### config.mk
export PLATFORM = sky130hd
export DESIGN_NAME = voice_gen
export DESIGN_NICKNAME = d
export VERILOG_FILES = /design/src/voice_pkg.sv /design/src/voice_gen.sv
export SDC_FILE = /design/constraint.sdc
export NUM_CORES = 1
export LEC_CHECK = 0
export BUFFER_PORTS_ARGS = -buffer_cell sky130_fd_sc_hd__buf_4
export CAP_MARGIN = 0
export CORE_MARGIN = 2
export CORE_UTILIZATION = 45
export CTS_CLUSTER_DIAMETER = 60
export DETAILED_ROUTE_END_ITERATION = 10
export MAX_ROUTING_LAYER = met4
export SLEW_MARGIN = 20
export SYNTH_ARGS = -nofsm -noshare
export SYNTH_HDL_FRONTEND = slang
export SYNTH_SLANG_ARGS = --single-unit
### constraint.sdc
create_clock -name clock -period 64.2 [get_ports clock]
set_input_delay 6.42 -clock clock [delete_from_list [all_inputs] [get_ports clock]]
set_output_delay 6.42 -clock clock [all_outputs]
set_load 0.01 [all_outputs]
### src/voice_pkg.sv
// Constants, register map and carrier types for one synthesizer voice.
// Assumes a single 20 MHz clock shared by every user of the package.
package voice_pkg;

	// ==========================================================
	// Register map (byte offsets on the register port)
	localparam logic [4:0] PW_LO_ADDR = 5'h02;
	localparam logic [4:0] PW_HI_ADDR = 5'h03;
	localparam logic [4:0] CTRL_ADDR = 5'h04;
	localparam logic [4:0] AD_ADDR = 5'h05;
	localparam logic [4:0] SR_ADDR = 5'h06;
	localparam logic [7:0] REG_RESET = 8'h00;
	localparam logic [7:0] UNMAPPED_READ = 8'h00;

	// ==========================================================
	// Timing
	localparam int CLOCK_HZ = 20_000_000;
	localparam int CYCLES_PER_MS = CLOCK_HZ / 1000;
	localparam int DECAY_FACTOR = 3;
	localparam int ENV_STEPS = 255;
	localparam logic [7:0] ENV_PEAK = 8'hff;
	localparam int unsigned ATTACK_MS [16] = '{2, 8, 16, 24, 38, 56, 68, 80,
		100, 250, 500, 800, 1000, 3000, 5000, 8000};

	// ==========================================================
	// Waveform constants
	localparam logic [11:0] WAVE_FULL = 12'hfff;
	localparam logic [22:0] LFSR_SEED = 23'h7ffff8;
	localparam int NOISE_CLK_BIT = 19;

	// ==========================================================
	// Carriers
	typedef struct packed {
		logic noise;
		logic pulse;
		logic saw;
		logic triangle;
		logic [2:0] spare;
		logic gate;
	} voice_ctrl_t;

	typedef struct packed {
		logic [3:0] hi;
		logic [3:0] lo;
	} nibbles_t;

	typedef enum logic [4:0] {
		ST_IDLE = 5'b00001,
		ST_ATTACK = 5'b00010,
		ST_DECAY = 5'b00100,
		ST_SUSTAIN = 5'b01000,
		ST_RELEASE = 5'b10000
	} env_state_t;

endpackage : voice_pkg
### src/voice_gen.sv
// One voice: waveform select, gate, pulse width and envelope generator.
// Assumes register writes and tone_step come from logic on the same clock.
module voice_gen
	import voice_pkg::*;
#(
	parameter int cycles_per_ms = CYCLES_PER_MS
) (
	input wire logic clock,
	input wire logic reset,
	input wire logic wr_en,
	input wire logic rd_en,
	input wire logic [4:0] addr,
	input wire logic [7:0] wr_data,
	input wire logic [15:0] tone_step,
	output logic [7:0] rd_data,
	output logic [19:0] voice_out,
	output logic [7:0] env_level
);

	// ==========================================================
	// Registers
	logic [7:0] pw_lo_ff, nxt_pw_lo;
	logic [7:0] pw_hi_ff, nxt_pw_hi;
	voice_ctrl_t ctrl_ff, nxt_ctrl;
	nibbles_t ad_ff, nxt_ad;
	nibbles_t sr_ff, nxt_sr;
	logic [7:0] rd_data_ff, nxt_rd_data;
	logic [11:0] pulse_width_value;

	always_comb begin
		nxt_pw_lo = pw_lo_ff;
		nxt_pw_hi = pw_hi_ff;
		nxt_ctrl = ctrl_ff;
		nxt_ad = ad_ff;
		nxt_sr = sr_ff;
		if (wr_en) begin
			if (addr == PW_LO_ADDR) begin
				nxt_pw_lo = wr_data;
			end else if (addr == PW_HI_ADDR) begin
				nxt_pw_hi = wr_data;
			end else if (addr == CTRL_ADDR) begin
				nxt_ctrl = voice_ctrl_t'(wr_data);
			end else if (addr == AD_ADDR) begin
				nxt_ad = nibbles_t'(wr_data);
			end else if (addr == SR_ADDR) begin
				nxt_sr = nibbles_t'(wr_data);
			end
		end
		nxt_rd_data = rd_data_ff;
		if (rd_en) begin
			if (addr == PW_LO_ADDR) begin
				nxt_rd_data = pw_lo_ff;
			end else if (addr == PW_HI_ADDR) begin
				nxt_rd_data = pw_hi_ff;
			end else if (addr == CTRL_ADDR) begin
				nxt_rd_data = ctrl_ff;
			end else if (addr == AD_ADDR) begin
				nxt_rd_data = ad_ff;
			end else if (addr == SR_ADDR) begin
				nxt_rd_data = sr_ff;
			end else begin
				nxt_rd_data = UNMAPPED_READ;
			end
		end
	end

	always_ff @(posedge clock) begin
		if (reset) begin
			pw_lo_ff <= REG_RESET;
			pw_hi_ff <= REG_RESET;
			ctrl_ff <= voice_ctrl_t'(REG_RESET);
			ad_ff <= nibbles_t'(REG_RESET);
			sr_ff <= nibbles_t'(REG_RESET);
			rd_data_ff <= REG_RESET;
		end else begin
			pw_lo_ff <= nxt_pw_lo;
			pw_hi_ff <= nxt_pw_hi;
			ctrl_ff <= nxt_ctrl;
			ad_ff <= nxt_ad;
			sr_ff <= nxt_sr;
			rd_data_ff <= nxt_rd_data;
		end
	end

	assign rd_data = rd_data_ff;
	assign pulse_width_value = {pw_hi_ff[3:0], pw_lo_ff};

	// ==========================================================
	// Oscillator and waveforms
	logic [23:0] phase_ff, nxt_phase;
	logic [22:0] lfsr_ff, nxt_lfsr;
	logic [11:0] acc12, tri_w, saw_w, pulse_w, noise_w, wave;

	assign acc12 = phase_ff[23:12];
	assign saw_w = acc12;
	assign tri_w = {(phase_ff[23] ? ~phase_ff[22:12] : phase_ff[22:12]), 1'b0};
	// High while phase below width: duty = width / 4096
	assign pulse_w = (acc12 < pulse_width_value) ? WAVE_FULL : 12'h000;
	assign noise_w = lfsr_ff[22:11];

	always_comb begin
		wave = WAVE_FULL;
		if (ctrl_ff.triangle) begin
			wave = wave & tri_w;
		end
		if (ctrl_ff.saw) begin
			wave = wave & saw_w;
		end
		if (ctrl_ff.pulse) begin
			wave = wave & pulse_w;
		end
		if (ctrl_ff.noise) begin
			wave = wave & noise_w;
		end
		if (!(ctrl_ff.triangle || ctrl_ff.saw || ctrl_ff.pulse || ctrl_ff.noise)) begin
			wave = 12'h000;
		end
		nxt_phase = phase_ff + {8'h00, tone_step};
		nxt_lfsr = lfsr_ff;
		// Noise advances on each rising edge of a phase bit
		if (nxt_phase[NOISE_CLK_BIT] && !phase_ff[NOISE_CLK_BIT]) begin
			nxt_lfsr = {lfsr_ff[21:0], lfsr_ff[22] ^ lfsr_ff[17]};
		end
	end

	always_ff @(posedge clock) begin
		if (reset) begin
			phase_ff <= 24'h000000;
			lfsr_ff <= LFSR_SEED;
		end else begin
			phase_ff <= nxt_phase;
			lfsr_ff <= nxt_lfsr;
		end
	end

	// ==========================================================
	// Envelope generator
	env_state_t state_ff, nxt_state;
	logic [7:0] env_ff, nxt_env;
	logic [31:0] cnt_ff, nxt_cnt;
	logic gate_q_ff;
	logic [7:0] sus_level;
	logic [31:0] period;
	logic tick;

	function automatic logic [31:0] step_cycles(input logic [3:0] idx, input int mult);
		int unsigned total;
		total = ATTACK_MS[idx] * mult * cycles_per_ms;
		step_cycles = 32'(total / ENV_STEPS);
		if (step_cycles == 32'h0) begin
			step_cycles = 32'h1;
		end
	endfunction : step_cycles

	assign sus_level = {sr_ff.hi, sr_ff.hi};

	always_comb begin
		if (state_ff == ST_ATTACK) begin
			period = step_cycles(ad_ff.hi, 1);
		end else if (state_ff == ST_DECAY) begin
			period = step_cycles(ad_ff.lo, DECAY_FACTOR);
		end else begin
			period = step_cycles(sr_ff.lo, DECAY_FACTOR);
		end
	end

	assign tick = (cnt_ff >= period - 32'h1);

	always_comb begin
		nxt_state = state_ff;
		nxt_env = env_ff;
		nxt_cnt = tick ? 32'h0 : cnt_ff + 32'h1;
		case (state_ff)
			ST_ATTACK: begin
				if (tick) begin
					if (env_ff == ENV_PEAK) begin
						nxt_state = ST_DECAY;
					end else begin
						nxt_env = env_ff + 8'h01;
					end
				end
			end
			ST_DECAY: begin
				if (env_ff <= sus_level) begin
					nxt_state = ST_SUSTAIN;
				end else if (tick) begin
					nxt_env = env_ff - 8'h01;
				end
			end
			ST_SUSTAIN: begin
				nxt_cnt = 32'h0;
			end
			ST_RELEASE: begin
				if (env_ff == 8'h00) begin
					nxt_state = ST_IDLE;
				end else if (tick) begin
					nxt_env = env_ff - 8'h01;
				end
			end
			default: begin
				nxt_cnt = 32'h0;
			end
		endcase
		// Gate edges override the running phase
		if (ctrl_ff.gate && !gate_q_ff) begin
			nxt_state = ST_ATTACK;
			nxt_cnt = 32'h0;
		end else if (!ctrl_ff.gate && gate_q_ff) begin
			nxt_state = ST_RELEASE;
			nxt_cnt = 32'h0;
		end
	end

	always_ff @(posedge clock) begin
		if (reset) begin
			state_ff <= ST_IDLE;
			env_ff <= 8'h00;
			cnt_ff <= 32'h0;
			gate_q_ff <= 1'b0;
		end else begin
			state_ff <= nxt_state;
			env_ff <= nxt_env;
			cnt_ff <= nxt_cnt;
			gate_q_ff <= ctrl_ff.gate;
		end
	end

	assign env_level = env_ff;

	// ==========================================================
	// Output
	logic [19:0] out_ff, nxt_out;

	always_comb begin
		nxt_out = wave * env_ff;
	end

	always_ff @(posedge clock) begin
		if (reset) begin
			out_ff <= 20'h00000;
		end else begin
			out_ff <= nxt_out;
		end
	end

	assign voice_out = out_ff;

	// ==========================================================
	// Checks
	tri_start_a: assert property (@(posedge clock) disable iff (reset)
		wr_en && addr == CTRL_ADDR && wr_data == 8'h11 |=> ctrl_ff.triangle && ctrl_ff.gate
		##1 state_ff == ST_ATTACK)
		else $error("triangle start not taken");

	saw_stop_a: assert property (@(posedge clock) disable iff (reset)
		wr_en && addr == CTRL_ADDR && wr_data == 8'h20 |=> ctrl_ff.saw && !ctrl_ff.gate)
		else $error("sawtooth stop not taken");

	pulse_start_a: assert property (@(posedge clock) disable iff (reset)
		wr_en && addr == CTRL_ADDR && wr_data == 8'h41 |=> ctrl_ff.pulse && ctrl_ff.gate)
		else $error("pulse start not taken");

	noise_stop_a: assert property (@(posedge clock) disable iff (reset)
		wr_en && addr == CTRL_ADDR && wr_data == 8'h80 |=> ctrl_ff.noise && !ctrl_ff.gate)
		else $error("noise stop not taken");

	pw_value_a: assert property (@(posedge clock) disable iff (reset)
		wr_en && addr == PW_HI_ADDR |=> pulse_width_value[11:8] == $past(wr_data[3:0]))
		else $error("pulse width high nibble wrong");

	square_wave_a: assert property (@(posedge clock) disable iff (reset)
		pulse_width_value == 12'h800 |-> pulse_w == (phase_ff[23] ? 12'h000 : WAVE_FULL))
		else $error("square wave duty wrong");

	release_entry_a: assert property (@(posedge clock) disable iff (reset)
		$fell(ctrl_ff.gate) |=> state_ff == ST_RELEASE)
		else $error("release not entered");

	sustain_hold_a: assert property (@(posedge clock) disable iff (reset)
		state_ff == ST_SUSTAIN && ctrl_ff.gate && gate_q_ff |=> $stable(env_ff))
		else $error("sustain level moved");

	decay_floor_a: assert property (@(posedge clock) disable iff (reset)
		state_ff == ST_DECAY ##1 state_ff == ST_SUSTAIN |-> env_ff <= sus_level)
		else $error("decay overshot sustain");

	output_mul_a: assert property (@(posedge clock) disable iff (reset)
		##1 voice_out == 20'($past(wave) * $past(env_ff)))
		else $error("voice output mismatch");

endmodule : voice_gen

==> results of run 1 <==
-- where the power goes --
part / total (mW) / switching, mW / internal [mW]
Combinational: 0.501 / 0.311 / 0.190
Sequential: 0.110 / 0.00502 / 0.105
Clock: 0.0991 / 0.0473 / 0.0518
-- registers in the layout (all words and copies together), names as in the netlist --
name,cells
ad_ff,8
cnt_ff,32
ctrl_ff,8
env_level,8
gate_q_ff,1
lfsr_ff,23
phase_ff,24
pw_hi_ff,8
pw_lo_ff,8
rd_data,8
sr_ff,8
state_ff,5
voice_out,20
-- metal layers --
layer / wire length, um / up-vias
met5: 0 / -
met4: 1940 / 0
met3: 4860 / 112
met2: 52400 / 1011
met1: 56600 / 18844
li1: - / 19840
-- logic make-up (layout without fill, tap and decap cells) --
| family | count (synthesis) | after routing | synth area share (%) |
|---|---|---|---|
| simple gates | 2071 | 2071 | 27.4 |
| compound gates | 1615 | 1615 | 29.5 |
| buf+inv | 527 | 497 | 5.32 |
| fa+ha+maj | 504 | 504 | 18.7 |
| xor+xnor | 336 | 336 | 7.60 |
| flops | 161 | 161 | 8.21 |
| mux | 117 | 117 | 3.25 |
| other cells | 1 | 5 | 0.00956 |
-- tightest hold or removal path, cell delays in order (launching register included) --
cell and delay (ns):
dfxtp_1 0.31, nand2_1 0.05, a21oi_1 0.05
-- worst max path at each step --
stage / start / end / depth (start not counted) / slack, ns
2_1_floorplan: sr_ff[1]$_SDFFE_PP0P_ / state_ff[4]$_SDFFE_PP0P_ / 134 / 36.62
6_report: sr_ff[1]$_SDFFE_PP0P_ / cnt_ff[8]$_SDFF_PP0_ / 124 / 28.91
3_5_place_dp: sr_ff[1]$_SDFFE_PP0P_ / cnt_ff[8]$_SDFF_PP0_ / 123 / 29.01
5_1_grt: sr_ff[1]$_SDFFE_PP0P_ / cnt_ff[12]$_SDFF_PP0_ / 123 / 25.41
3_3_place_gp: sr_ff[1]$_SDFFE_PP0P_ / cnt_ff[8]$_SDFF_PP0_ / 123 / 29.00
4_1_cts: sr_ff[1]$_SDFFE_PP0P_ / cnt_ff[8]$_SDFF_PP0_ / 123 / 28.86
-- layout by cell type (no fill, tap or decap), types with 49 or more instances in the layout --
master,count
nand2_1,487
nor2_1,458
ha_1,361
inv_1,359
a21oi_1,357
xnor2_1,221
o21ai_0,218
nand3_1,172
nor3_1,163
dfxtp_1,161
fa_1,139
xor2_1,110
and2_1,107
buf_4,101
and3_1,89
a21o_1,87
nand4_1,85
mux2i_1,81
nor4_1,81
a211oi_1,73
o211ai_1,68
a31oi_1,67
or3_1,66
nand2b_1,65
nor2b_1,61
o21a_1,49
-- cell type report --
type,count,share of cell area (%)
clock buffer,18,1.06
clock inverter,14,0.285
inverter,364,3.31
multi-input combinational,4648,82.2
sequential,161,7.80
tap,1155,3.50
timing repair buffer,101,1.83
==> qor.csv, run 1 <==
metric,value,unit
grt_max_degree,82,
synth_edf_count,0,
hold_end,pw_hi_ff[4]$_SDFFE_PP0P_,
hold_viol_final,0,
pin_count,69,
setup.worst_path.class,reg -> reg,
core_area,0.0866,sq mm
timing.final.ws_setup,28.91,ns
initial_core_util,45.3,%
drc_errors,0,
maxCapViolations,0,
period_minus_slack,35.29,ns
dp_hpwl,94.0,mm
max-slew-margin-rel,23.7,%
synth_common_cells,"487 x nand2_1, 458 x nor2_1, 361 x ha_1, 359 x inv_1, 357 x a21oi_1",
syn_to_final_growth,5.32,%
yosysMostFrequentCell,nand2_1,
post_cts_buffers,0,
antenna_found_initial,1,
gr-total-overflow,0,
cts_hold_buf,0,
fin_area,0.0413,sq mm
vias,39807,
dpl_cell_area,0.0408,sq mm
yosys.area.top_type,ha_1,
syn-instance-count,5332,
port_buffers,68,
finalMaxSlewViolations,0,
grt.met2_usage,41.4,%
die_area,0.0896,sq mm
syn_avg_cell_area,7.36,sq um
diodes,0,
cts_root_buf,clkbuf_16,
nets,5826,
finalCritPeriodShare,55.0,%
final_cells,6461,
vdd_drop_max,0.0268,mV
start_kind,flip-flop,
worstPathRequired,64.58,ns
met3_usage,1.70,%
netlist_area,0.0392,sq mm
yosys_register_bits,161,
hold_slack,0.456,ns
hp-start,pw_hi_ff[4]$_SDFFE_PP0P_,
worst_path_max_delay_cell,a41oi_1,
ys_async_sr_fraction,0,%
track_usage,26.0,%
status,"complete, no violations",
r2r_end,cnt_ff[8]$_SDFF_PP0_,
drtAntennaViolNets,0,
cts_resized,0,
r2r_slack,28.91,ns
cp_top_family,compound AO/OA/AOI/OAI gates,
insertion_delay,0.45,ns
synthTopCellsByArea,"ha_1 12%, dfxtp_1 8.2%, fa_1 7.1%, xnor2_1 4.9%, nand2_1 4.7%",
ys_warn_count,0,
path_buf_inv,9,
clk_path_buf_depth,2,
p_total,0.710,mW
fin_skew,0.0121,ns
power_leakage,17.1,nW
crit_fanout,23,
drive_above_1_share,7.09,%
utilization,47.7,%
grt_pass1_wl,193,mm
power_density,17.2,mW/mm^2
setup_viol,0,
max_freq,28.3,MHz
seq_area,0.00322,sq mm
tritoncts,yes,
tightest_slew,1.13,ns
ys_types,148,
place.gp.congestion,0.955,
grt_setup_unrepaired,no,
busiest_layer,met2,
place_ws,29.01,ns
grt_pass1_vias,37465,
die-width,299,um
wl,116,mm
crit_path_max_incr_delay,0.90,ns
dr.pass1.iters,5,
hold_depth,2,
drt_iter0_markers,2958,
crit_arrival,35.67,ns
regToRegStartpoint,sr_ff[1]$_SDFFE_PP0P_,
num-fill-cells,8759,
wl_per_cell,17.9,um
num_rows,108,
clk_pin_slew_worst_paths,0.08,ns
post-place-cells,6429,
cts_buffers,17,
ys_seq_area_share,8.21,%
multi_input_area,0.0340,sq mm
routed_via_density,6.16,
synth.top_cell.area_share,11.5,%
worst_r2r_path_depth,124,
min_path_type,reg -> reg,
use_met1,36.4,%
end_kind,flip-flop,
crit_top_cell,a21oi_1,
tns,0,ns
cts_sinks,161,
synthFlopType,dfxtp_1,
htreeDepth,4,
die_h,299,um
Power figures use the tool's default switching activity.
==> inputs of run 2 (changes only) <==
==> constraint.sdc (replaced) <==
create_clock -name clock -period 31.4 [get_ports clock]
set_input_delay 3.14 -clock clock [delete_from_list [all_inputs] [get_ports clock]]
set_output_delay 3.14 -clock clock [all_outputs]
set_load 0.01 [all_outputs]
==> qor.csv, run 2 (same netlist as run 1, synthesis figures left out) <==
metric,value,unit
status,"complete, no violations",
drt_iter0_markers,3159,
final_common_cell,nand2_1,
track_usage,25.7,%
gr-total-overflow,0,
dp_hpwl,93.7,mm
path_buf_inv,16,
max-slew-margin-rel,24.8,%
die_h,299,um
crit_path_max_incr_delay,0.64,ns
cts_hold_buf,0,
setup.worst_path.class,reg -> reg,
initial_core_util,45.3,%
drtAntennaViolNets,0,
worst_path_max_delay_cell,or4_4,
wl,117,mm
dr.pass1.iters,8,
grt_pass1_vias,37326,
antenna_found_initial,0,
end_kind,flip-flop,
crit_top_cell,a21oi_1,
p_total,1.52,mW
period_minus_slack,29.48,ns
clk_path_buf_depth,2,
crit_fanout,13,
top_register,cnt_ff,
place_ws,-0.0881,ns
final_cells,6554,
min_path_type,reg -> reg,
dpl_cell_area,0.0411,sq mm
post-place-cells,6476,
finalCritPeriodShare,93.9,%
syn_to_final_growth,10.0,%
pin_count,69,
max_freq,33.9,MHz
power_density,35.2,mW/mm^2
hold_slack,0.457,ns
num_rows,108,
finalMaxSlewViolations,0,
setup_viol,0,
cp_top_family,compound AO/OA/AOI/OAI gates,
insertion_delay,0.45,ns
timing.final.ws_setup,1.92,ns
nets,5919,
grt_max_degree,73,
routed_via_density,6.17,
hold_viol_final,0,
die_area,0.0896,sq mm
grt_pass1_wl,191,mm
drc_errors,0,
port_buffers,68,
core_area,0.0866,sq mm
htreeDepth,4,
worstPathRequired,31.76,ns
largest_register_ffs,32,
place.gp.congestion,0.970,
fin_area,0.0432,sq mm
tightest_slew,1.12,ns
start_kind,flip-flop,
clk_pin_slew_worst_paths,0.08,ns
die-width,299,um
cts_sinks,161,
maxCapViolations,0,
crit_arrival,29.84,ns
drive_above_1_share,11.3,%
power_leakage,17.8,nW
final_cell_mix,"486 x nand2_1, 452 x nor2_1, 359 x inv_1",
diodes,0,
cts_buffers,17,
vdd_drop_max,0.0500,mV
fin_skew,0.0187,ns
vias,40415,
wl_per_cell,17.9,um
cts_root_buf,clkbuf_16,
tritoncts,yes,
largestRegisters,"cnt_ff x32, phase_ff x24, lfsr_ff x23",
-- run 2: cell count changes in the layout (fill, tap and decap cells not counted), sizes merged --
cell      change
clkinvlp      -1
inv           -2
a31oi         +1
buf          +92
clkbuf        -1
clkinv        +4
-- run 2: metal layers --
| layer | GRT usage, % | share of wire (%) | up-vias |
|---|---|---|---|
| li1 | - | - | 20043 |
| met1 | 36.2 | 49 | 19203 |
| met2 | 40.7 | 45 | 1044 |
| met3 | 1.74 | 4.2 | 125 |
| met4 | 4.92 | 1.8 | 0 |
| met5 | - | 0 | - |
-- run 2: layout make-up --
class | instances | area (sq um)
fill | 8574 | 43400
multi-input combinational | 4649 | 35100
sequential | 161 | 3230
timing repair buffer | 193 | 1450
tap | 1155 | 1450
inverter | 364 | 1370
clock buffer | 17 | 425
clock inverter | 15 | 188
-- run 2: final timing paths --
kind	start	end	slack, ns	cells past startpoint
worst max-delay path	ad_ff[1]$_SDFFE_PP0P_	state_ff[4]$_SDFFE_PP0P_	1.92	133
worst min-delay path	pw_lo_ff[3]$_SDFFE_PP0P_	pw_lo_ff[3]$_SDFFE_PP0P_	0.46	2
worst max register to register	ad_ff[1]$_SDFFE_PP0P_	state_ff[4]$_SDFFE_PP0P_	1.92	133
worst min register to register	pw_lo_ff[3]$_SDFFE_PP0P_	pw_lo_ff[3]$_SDFFE_PP0P_	0.46	2
-- run 2: worst min-delay path, delay by kind of cell (launching register included) --
kind | cells | cell delay, ns
compound gates | 1 | 0.05
flops | 1 | 0.31
simple gates | 1 | 0.05
-- run 2: repair_timing --
action	4_1_cts	5_1_grt
gates resized for setup	7	183
cloned	0	1
setup endpoints to repair	3	44
pin swaps	0	28
setup buffers	0	45
-- run 2: stage by stage --
step,utilization (%),setup TNS [ns]
floorplan,-,0
global placement,47.5,0
detailed placement,47.5,-0.129
CTS,48.2,0
global route,49.8,-0.400
finish,49.8,0
-- run 2: power by group --
group / switching, mW / total (mW) / internal [mW]
Combinational: 0.658 / 1.08 / 0.420
Sequential: 0.0102 / 0.225 / 0.214
Clock: 0.107 / 0.215 / 0.109
Total: 0.775 / 1.52 / 0.743
